File: src/astx_map.svh
// Register offsets, field positions, reset values and timing counts
// of the serial transmitter. Included by the module and the testbench.
`ifndef ASTX_MAP_SVH
`define ASTX_MAP_SVH

// Byte offsets on the APB (one aligned word each)
`define ASTX_OFF_BAUD_HIGH   8'h00
`define ASTX_OFF_BAUD_LOW    8'h04
`define ASTX_OFF_FRAME_CFG   8'h08
`define ASTX_OFF_ENABLE_CFG  8'h0C
`define ASTX_OFF_STATUS_ONE  8'h10
`define ASTX_OFF_BUF_HIGH    8'h14
`define ASTX_OFF_BUF_LOW     8'h18

// Field positions
`define ASTX_BIT_LONG_WORD   4
`define ASTX_BIT_PARITY_ON   1
`define ASTX_BIT_PARITY_KIND 0
`define ASTX_BIT_TX_IRQ_EN   7
`define ASTX_BIT_RX_IRQ_EN   5
`define ASTX_BIT_TX_ON       3
`define ASTX_BIT_TX_EMPTY    7
`define ASTX_BIT_RX_FULL     5
`define ASTX_BIT_NINTH       6

// Reset values and timing
`define ASTX_RST_TX_EMPTY    1'b1
`define ASTX_RST_DIVISOR     13'h0000
`define ASTX_SUBTICKS        5'h10
`define ASTX_LOAD_SUBTICK    4'h8
`define ASTX_LAST_SHORT      4'h9
`define ASTX_LAST_LONG       4'hA

`endif

File: src/astx_pkg.sv
// Types shared by the serial transmitter.
// Assumes astx_map.svh is on the include path.
`default_nettype none

package astx_pkg;

	// Frame options written by software
	typedef struct packed {
		logic long_word;
		logic parity_on;
		logic parity_kind;
	} astx_cfg_t;

	// Enables written by software
	typedef struct packed {
		logic tx_empty_irq_enable;
		logic rx_full_irq_enable;
		logic tx_on;
	} astx_ena_t;

	// Transmitter sequencing
	typedef enum logic [1:0] {
		ASTX_OFF,
		ASTX_IDLE,
		ASTX_SEND
	} astx_state_t;

endpackage

`default_nettype wire

File: src/astx_tx.sv
// Asynchronous serial transmitter with double-buffered data, APB slave.
// Assumes one 25 MHz clock, synchronous reset, and that the receive-full
// level comes from receive logic on the same clock.
//
// Function
// - Moving buffer into shifter sets the transmit-empty flag.
// - Buffer moves nine sixteenths into the previous stop bit.
// - Enabling transmitter loads ten or eleven ones as preamble.
// - Buffered data moves only after the preamble has shifted out.
// - Frame has low start bit at LSB, high stop bit at MSB.
// - Odd or even parity replaces the top data bit when enabled.
// - Empty flag with its enable raises the transmit request.
// - Baud generator stands still while the divisor is zero.
// - High divisor byte waits for the low byte write.
// - Transmit-empty flag is one after reset.
// - No new frame starts until software clears the empty flag.
// - Receive-full flag with its enable raises the receive request.
// - Buffer accepts new data while the shifter is still sending.
//
// Added by the designer: the APB register port and the register offsets.
`include "astx_map.svh"
`default_nettype none

module astx_tx #(
	parameter int DIV_W = 13
) (
	input  wire logic        mclk_i,     // Bus clock
	input  wire logic        rst_i,      // Synchronous reset
	input  wire logic        psel_i,     // APB select
	input  wire logic        penable_i,  // APB access phase
	input  wire logic        pwrite_i,   // APB direction
	input  wire logic [7:0]  paddr_i,    // APB byte address
	input  wire logic [31:0] pwdata_i,   // APB write data
	output logic      [31:0] prdata_o,   // APB read data
	output logic             pready_o,   // APB ready
	output logic             pslverr_o,  // APB error
	input  wire logic        rx_full_i,  // Receive-full level
	output logic             txd_o,      // Serial line
	output logic             tx_irq_o,   // Transmit request
	output logic             rx_irq_o    // Receive request
);

	if (DIV_W < 9 || DIV_W > 16) begin : g_chk
		$error("DIV_W must lie between 9 and 16");
	end

	localparam int HI_W = DIV_W - 8;

	// State registers
	astx_pkg::astx_state_t st, next_st;
	astx_pkg::astx_cfg_t   cfg, next_cfg;
	astx_pkg::astx_ena_t   ena, next_ena;
	logic [10:0]      shreg, next_shreg;
	logic [10:0]      pend, next_pend;
	logic             pend_v, next_pend_v;
	logic [3:0]       bitn, next_bitn;
	logic [3:0]       rt, next_rt;
	logic             in_pre, next_in_pre;
	logic             flag, next_flag;
	logic             armed, next_armed;
	logic             txd, next_txd;
	logic [DIV_W-1:0] div, next_div;
	logic [DIV_W-1:0] baud_cnt, next_baud_cnt;
	logic [HI_W-1:0]  div_hi, next_div_hi;
	logic [7:0]       d_lo, next_d_lo;
	logic             ninth, next_ninth;
	logic [31:0]      rdata, next_rdata;
	logic             serr, next_serr;

	// Decoded strobes
	logic        acc, setup, wr, rd;
	logic        rt_tick, load_pend, load_now;
	logic [3:0]  last;
	logic [10:0] frame;

	// Build one framed word from the buffer and options
	function automatic logic [10:0] frame_of(
		input astx_pkg::astx_cfg_t c,
		input logic [8:0]          d
	);
		logic p8;
		logic p7;
		p8 = (^d[7:0]) ^ c.parity_kind;
		p7 = (^d[6:0]) ^ c.parity_kind;
		if (c.long_word) begin
			frame_of = {1'b1, c.parity_on ? p8 : d[8], d[7:0], 1'b0};
		end else begin
			frame_of = {2'b11, c.parity_on ? p7 : d[7], d[6:0], 1'b0};
		end
	endfunction

	// Bus phase decode, zero-wait slave
	assign setup    = psel_i & ~penable_i;
	assign acc      = psel_i & penable_i;
	assign wr       = acc & pwrite_i;
	assign rd       = acc & ~pwrite_i;
	assign pready_o = 1'b1;
	assign prdata_o = rdata;
	assign pslverr_o = serr & acc;

	// Request outputs
	// transmit request gating
	assign tx_irq_o = flag & ena.tx_empty_irq_enable;
	assign rx_irq_o = rx_full_i & ena.rx_full_irq_enable;
	assign txd_o    = txd;

	// Frame length and framed buffer contents
	// start and stop placement
	assign last  = cfg.long_word ? `ASTX_LAST_LONG : `ASTX_LAST_SHORT;
	assign frame = frame_of(cfg, {ninth, d_lo});

	// Register file next values
	always_comb begin
		next_div    = div;
		next_div_hi = div_hi;
		next_cfg    = cfg;
		next_ena    = ena;
		next_d_lo   = d_lo;
		next_ninth  = ninth;
		next_rdata  = rdata;
		next_serr   = serr;
		next_armed  = armed;
		if (wr) begin
			unique case (paddr_i)
				`ASTX_OFF_BAUD_HIGH: begin
					next_div_hi = pwdata_i[HI_W-1:0];
				end
				`ASTX_OFF_BAUD_LOW: begin
					next_div = {div_hi, pwdata_i[7:0]};
				end
				`ASTX_OFF_FRAME_CFG: begin
					next_cfg.long_word   = pwdata_i[`ASTX_BIT_LONG_WORD];
					next_cfg.parity_on   = pwdata_i[`ASTX_BIT_PARITY_ON];
					next_cfg.parity_kind = pwdata_i[`ASTX_BIT_PARITY_KIND];
				end
				`ASTX_OFF_ENABLE_CFG: begin
					next_ena.tx_empty_irq_enable =
						pwdata_i[`ASTX_BIT_TX_IRQ_EN];
					next_ena.rx_full_irq_enable =
						pwdata_i[`ASTX_BIT_RX_IRQ_EN];
					next_ena.tx_on = pwdata_i[`ASTX_BIT_TX_ON];
				end
				`ASTX_OFF_BUF_HIGH: begin
					next_ninth = pwdata_i[`ASTX_BIT_NINTH];
				end
				`ASTX_OFF_BUF_LOW: begin
					next_d_lo  = pwdata_i[7:0];
					next_armed = 1'b0;
				end
				default: begin
					next_armed = armed;
				end
			endcase
		end
		// Status read with flag set arms the clearing write
		if (rd && paddr_i == `ASTX_OFF_STATUS_ONE && flag) begin
			next_armed = 1'b1;
		end
		// Read data and error captured in the setup cycle
		if (setup) begin
			next_rdata = 32'h0000_0000;
			next_serr  = 1'b0;
			unique case (paddr_i)
				`ASTX_OFF_BAUD_HIGH:
					next_rdata[HI_W-1:0] = div[DIV_W-1:8];
				`ASTX_OFF_BAUD_LOW:
					next_rdata[7:0] = div[7:0];
				`ASTX_OFF_FRAME_CFG: begin
					next_rdata[`ASTX_BIT_LONG_WORD]   = cfg.long_word;
					next_rdata[`ASTX_BIT_PARITY_ON]   = cfg.parity_on;
					next_rdata[`ASTX_BIT_PARITY_KIND] = cfg.parity_kind;
				end
				`ASTX_OFF_ENABLE_CFG: begin
					next_rdata[`ASTX_BIT_TX_IRQ_EN] =
						ena.tx_empty_irq_enable;
					next_rdata[`ASTX_BIT_RX_IRQ_EN] =
						ena.rx_full_irq_enable;
					next_rdata[`ASTX_BIT_TX_ON] = ena.tx_on;
				end
				`ASTX_OFF_STATUS_ONE: begin
					next_rdata[`ASTX_BIT_TX_EMPTY] = flag;
					next_rdata[`ASTX_BIT_RX_FULL]  = rx_full_i;
				end
				`ASTX_OFF_BUF_HIGH:
					next_rdata[`ASTX_BIT_NINTH] = ninth;
				`ASTX_OFF_BUF_LOW:
					next_rdata[7:0] = d_lo;
				default:
					next_serr = 1'b1;
			endcase
		end
	end

	// Baud generator: one sub-tick every div clocks, sixteen per bit
	// stopped while divisor is zero
	always_comb begin
		rt_tick       = (div != '0) && (baud_cnt >= div - 1'b1);
		next_baud_cnt = baud_cnt + 1'b1;
		if (div == '0 || rt_tick) begin
			next_baud_cnt = '0;
		end
	end

	// Transmit sequencer next values
	always_comb begin
		next_st     = st;
		next_shreg  = shreg;
		next_pend   = pend;
		next_pend_v = pend_v;
		next_bitn   = bitn;
		next_rt     = rt;
		next_in_pre = in_pre;
		load_pend   = 1'b0;
		load_now    = 1'b0;
		unique case (st)
			astx_pkg::ASTX_OFF: begin
				if (ena.tx_on) begin
					next_st     = astx_pkg::ASTX_SEND;
					next_shreg  = '1;
					next_bitn   = 4'h0;
					next_rt     = 4'h0;
					next_in_pre = 1'b1;
				end
			end
			astx_pkg::ASTX_IDLE: begin
				// wait for software to clear flag
				if (!flag) begin
					load_now   = 1'b1;
					next_st    = astx_pkg::ASTX_SEND;
					next_shreg = frame;
					next_bitn  = 4'h0;
					next_rt    = 4'h0;
				end
			end
			astx_pkg::ASTX_SEND: begin
				if (rt_tick) begin
					next_rt = rt + 4'h1;
					// transfer at 9/16 of stop bit
					if (bitn == last && rt == `ASTX_LOAD_SUBTICK &&
					    !in_pre && !flag && !pend_v) begin
						load_pend   = 1'b1;
						next_pend   = frame;
						next_pend_v = 1'b1;
					end
					// LSB first, one bit per sixteen ticks
					if (rt == 4'hF) begin
						next_shreg = {1'b1, shreg[10:1]};
						next_bitn  = bitn + 4'h1;
						if (bitn == last) begin
							next_in_pre = 1'b0;
							next_bitn   = 4'h0;
							if (pend_v) begin
								next_shreg  = pend;
								next_pend_v = 1'b0;
							end else begin
								next_st = astx_pkg::ASTX_IDLE;
							end
						end
					end
				end
			end
			default: begin
				next_st = astx_pkg::ASTX_OFF;
			end
		endcase
		if (!ena.tx_on) begin
			next_st     = astx_pkg::ASTX_OFF;
			next_pend_v = 1'b0;
			next_in_pre = 1'b0;
		end
		next_txd = (next_st == astx_pkg::ASTX_SEND) ? next_shreg[0] : 1'b1;
	end

	// Empty flag: a set in the clearing cycle wins
	always_comb begin
		next_flag = flag;
		if (wr && paddr_i == `ASTX_OFF_BUF_LOW && armed) begin
			next_flag = 1'b0;
		end
		// set on every transfer to shifter
		if (load_pend || load_now) begin
			next_flag = 1'b1;
		end
	end

	// Register all state
	always_ff @(posedge mclk_i) begin
		if (rst_i) begin
			st       <= astx_pkg::ASTX_OFF;
			cfg      <= '0;
			ena      <= '0;
			shreg    <= '1;
			pend     <= '1;
			pend_v   <= 1'b0;
			bitn     <= 4'h0;
			rt       <= 4'h0;
			in_pre   <= 1'b0;
			flag     <= `ASTX_RST_TX_EMPTY;
			armed    <= 1'b0;
			txd      <= 1'b1;
			div      <= DIV_W'(`ASTX_RST_DIVISOR);
			baud_cnt <= '0;
			div_hi   <= '0;
			d_lo     <= 8'h00;
			ninth    <= 1'b0;
			rdata    <= 32'h0000_0000;
			serr     <= 1'b0;
		end else begin
			st       <= next_st;
			cfg      <= next_cfg;
			ena      <= next_ena;
			shreg    <= next_shreg;
			pend     <= next_pend;
			pend_v   <= next_pend_v;
			bitn     <= next_bitn;
			rt       <= next_rt;
			in_pre   <= next_in_pre;
			flag     <= next_flag;
			armed    <= next_armed;
			txd      <= next_txd;
			div      <= next_div;
			baud_cnt <= next_baud_cnt;
			div_hi   <= next_div_hi;
			d_lo     <= next_d_lo;
			ninth    <= next_ninth;
			rdata    <= next_rdata;
			serr     <= next_serr;
		end
	end
endmodule

`default_nettype wire

File: config.mk
export PLATFORM = sky130hd
export DESIGN_NAME = astx_tx
export DESIGN_NICKNAME = d
export VERILOG_FILES = /design/src/astx_pkg.sv /design/src/astx_tx.sv
export VERILOG_INCLUDE_DIRS = /design/src
export SDC_FILE = /design/constraint.sdc
export NUM_CORES = 1
export LEC_CHECK = 0
export ABC_AREA = 1
export BUFFER_PORTS_ARGS = -buffer_cell sky130_fd_sc_hd__buf_2
export CAP_MARGIN = 20
export CORE_UTILIZATION = 57
export DETAILED_ROUTE_END_ITERATION = 7
export GPL_TIMING_DRIVEN = 1
export PLACE_DENSITY = 0.77
export SLEW_MARGIN = 20
export SYNTH_ARGS = -nofsm -noshare
export SYNTH_HDL_FRONTEND = slang
export SYNTH_SLANG_ARGS = --single-unit
File: constraint.sdc
create_clock -name mclk_i -period 3.6 [get_ports mclk_i]
set_input_delay 0.54 -clock mclk_i [delete_from_list [all_inputs] [get_ports mclk_i]]
set_output_delay 0.54 -clock mclk_i [all_outputs]
set_load 0.005 [all_outputs]
==> metrics.md <==
| Metric | Value |
|---|---|
| Min Clock Period, post-route | about 3100 ps |
| Post-CTS Resized | 0 |
| CP Data Required Time | around 3900 ps |
| Drt wl/cell | ~14 um |
| Final worst setup slack | 510 ps |
| Clk pin slew, worst setup/hold paths | 90 ps |
| Leak | roughly 2.7 nW |
| Internal | 1.35 mW |
| Min-Delay Path Class | flop to flop |
| Failing checks | DRC |
| Crit path max fanout | 10 |
| Cells on Worst Hold Path | 2 |
| Final setup violation count | 0 |
| Sw Share | 0.236 |
| Diodes inserted | 0 |
| Clock buffer depth | 2 |
| Largest net degree at the start of global routing | 38 |
| Fmax | about 320 MHz |
| P per Cell Area | ~320 nW/um2 |
| Register Area | ~1800 um2 |
| Routed via count | 4877 |
| Global-route wire length before repair | between 20000 and 25000 um |
| TritonCTS clock tree | yes |
| DR vias/cell | 5.45 |
| Router iterations before antenna repair | 8 |
| Syn_area_per_cell | a little under 7 um2 |
| # IOs | 83 |
| Vias in the first global route | 4578 |
| Routed wire length | about 12000 um |
| Async SR Flop Fraction | 0 |
| Fin util | 0.631 |
| RR Endpoint | pend[9] |
| Total chip power | 1.77 mW |
| RR Startpoint | div[2] |
| Synth cell types | 41 |
| Comb pwr share | 0.037 |
| PortBufs | 33 |
| Worst-skew pair later-pin latency | approximately 350 ps |
| Worst vdd ir | 0.000313 V |
| Slew margin rel. | 0.479 |
| Crit. Startpoint | div[2] |
| Worst path slowest cell | nor3_4 |
| Unrepaired setup endpoints after global routing | false |
| Worst-margin pin slew | just under 800 ps |
| Seq/Total Area, Yosys | 0.346 |
| H-tree Lvls | 3 |
| Largest area contributor in the synthesized netlist | dfxtp_1 |
| Initial antenna violation count | 0 |
| Row count | 34 |
| Post-route DRC | 2 |
| # fillers | 809 |
| Largest cells by area after synthesis | dfxtp_1, nand2_1, a21oi_1 |
| Grt total ovfl | 0 |
| Critical path, cell by cell | nor2_1 > nand3_1 > nor2_1 > nand2_1 > nor3_1 > nand3_1 > xor2_1 > inv_1 > ha_1 > nand2_1 > nor2_1 > nand2_1 > nor2_1 > nor2_1 > nand3_4 > nand2_4 > nor3_4 > nand2_1 > nand3_1 |
| Fin crit share | 0.858 |
| Setup WS pre-CTS | approximately 580 ps |
| Crit path largest cell delay | 390 ps |
| Initial Util | 0.596 |
| Most common cell in the netlist | nand2_1 |
| Setup TNS | 0 ps |
| Reg2reg path depth | 19 |
| Die height | 98.2 um |
| Final hold violations | 0 |
| Root Buffer | clkbuf_8 |
| Part of the power in registers | 0.571 |
| Status | complete, but fails checks |
| Die width | between 90 and 100 um |
| Initial drt markers | about 230 |
| CP endpoint kind | flop |
| Crit Path Category | flop to flop |
| Crit path top cell by count | nor2_1 |
| Top_reg_cell synth | dfxtp_1 |
| Clock share of power | 0.392 |
| Routed Antenna Nets | 0 |
| #FFs+latches synth | between 90 and 100 |
| Placer Congestion | 0.856 |
| Clock skew | 12.1 ps |
| Startpoint types | flop |
| Post-DP HPWL | 9070 um |
| Syn Inst Count | 757 |
| R2R setup slack | 510 ps |
| Hold Path Origin | shreg[10] |
| Yosys Warn Count | 0 |
| Area Growth Syn to Fin | 5.98% |
| Num CTS Buffers | 9 |
| CP Data Arrival Time | 3370 ps |
| Footprint of the multi-input gates | approximately 2900 um2 |
| Sink Count | just over 90 |
| Top cells by count, synth | nand2_1, dfxtp_1, nor2_1, inv_1, a21oi_1 |
| Number of synthesized flops with an enable pin | 0 |
| Synthesized area | 5270 um2 |
| Yosys top cell area share | 0.346 |
| Layout cell share with drive strength beyond 1 | 0.107 |
| NetSw | 417 uW |
| Max Cap Viol | 0 |
| GRT Total Usage | 0.261 |
| Hold bufs inserted after CTS | 0 |
| Worst hold endpoint | shreg[10] |
| Slew Viols, Final | 0 |
| # nets final | roughly 850 |
| Core Area | 8850 um2 |
| Post-CTS setup buffer count | 0 |
| Die area | just under 10000 um2 |
==> metal layers <==
| metal | wire length, um | track usage | share of wire | vias up |
|---|---|---|---|---|
| met5 | 0 | 0 | 0 | - |
| met3 | 808 | 0.0437 | 0.067 | 37 |
| met1 | 5210 | 0.319 | 0.43 | 2188 |
| met4 | 449 | 0.119 | 0.037 | 0 |
| met2 | 5670 | 0.449 | 0.47 | 175 |
| li1 | - | - | - | 2477 |
==> logic make-up (layout without fill, tap and decap cells) <==
family          count (synthesis)  after routing  share of synthesized area
other cells                     2             25                    0.00142
xor+xnor                       20             20                     0.0332
fa+ha+maj                      19             19                     0.0451
compound gates                132            132                      0.130
buf+inv                       129            136                      0.113
simple gates                  364            364                      0.332
flops                          91             91                      0.346
==> registers in the layout, summed over array words and instances, names as in the netlist, 2 cells and up <==
| name | count |
|---|---|
| cfg | 3 |
| st | 2 |
| div | 13 |
| pend | 10 |
| rt | 4 |
| d_lo | 8 |
| prdata_o | 8 |
| shreg | 11 |
| div_hi | 5 |
| ena | 3 |
| baud_cnt | 13 |
| bitn | 4 |
==> power by group through the flow <==
stage | logic [mW] | registers (mW) | clock network, mW
floorplan | 0.0558 | 1.03 | 0
global placement | 0.0625 | 1.03 | 0
detailed placement | 0.0635 | 1.03 | 0
CTS | 0.0638 | 1.01 | 0.706
global route | 0.0732 | 1.01 | 0.741
finish | 0.0656 | 1.01 | 0.694
==> area by class of cell <==
cell class,count,share of cell area
multi-input cells,560,0.526
flip-flops and latches,91,0.326
inverters,86,0.0580
repair buffers,34,0.0309
well taps,108,0.0242
clock buffers,11,0.0235
clock inverters,5,0.0112
==> stage by stage <==
stage               cell area [um2]  hold slack (ps)  instances
finish                         5590              459        895
global route                   5590              459        895
CTS                            5590              447        895
detailed placement             5390              440        879
global placement               5390              424        879
floorplan                      5360              405        780
==> worst max-delay path: cells and delay by family, from the launching register on <==
kind	cells	cell delay [ps]
XOR/XNOR	1	150
adder cells (fa/ha/maj)	1	280
buffers and inverters	1	50
flip-flops	1	380
AND/OR/NAND/NOR	16	2150
==> worst max path at each step <==
stage	to	slack, ps
3_3_place_gp	pend[9]	610
5_1_grt	pend[6]	110
2_1_floorplan	pend[8]	990
3_5_place_dp	pend[9]	580
4_1_cts	pend[9]	510
6_report	pend[9]	510
==> cell usage in the layout, fill, tap and decap left out, types with 2 or more instances in the layout <==
cell        netlist  final
o22ai_1           6      6
nand2_2           5      5
nand2_1         163    163
xnor2_1           4      4
nand3_4           4      4
nor3_4            4      4
nand2_4           3      3
ha_1             19     19
xor2_1           16     16
conb_1            2     25
a21oi_1          63     63
or2_2             2      2
nor2_2            3      3
nand3_2           2      2
nand4_1          16     16
clkbuf_8          0      9
dfxtp_1          91     91
nor3_2            2      2
clkinv_1          2      2
clkinvlp_4        0      2
o21ai_0          57     57
nor3b_1           4      4
inv_2             3      3
clkbuf_1          9      2
buf_2             5     33
nand3_1          54     54
nor3_1           12     12
inv_1            80     80
a31oi_1           2      2
nor2_4            3      3
nor2_1           83     83
Note: power is estimated with default switching activity, not from simulation.
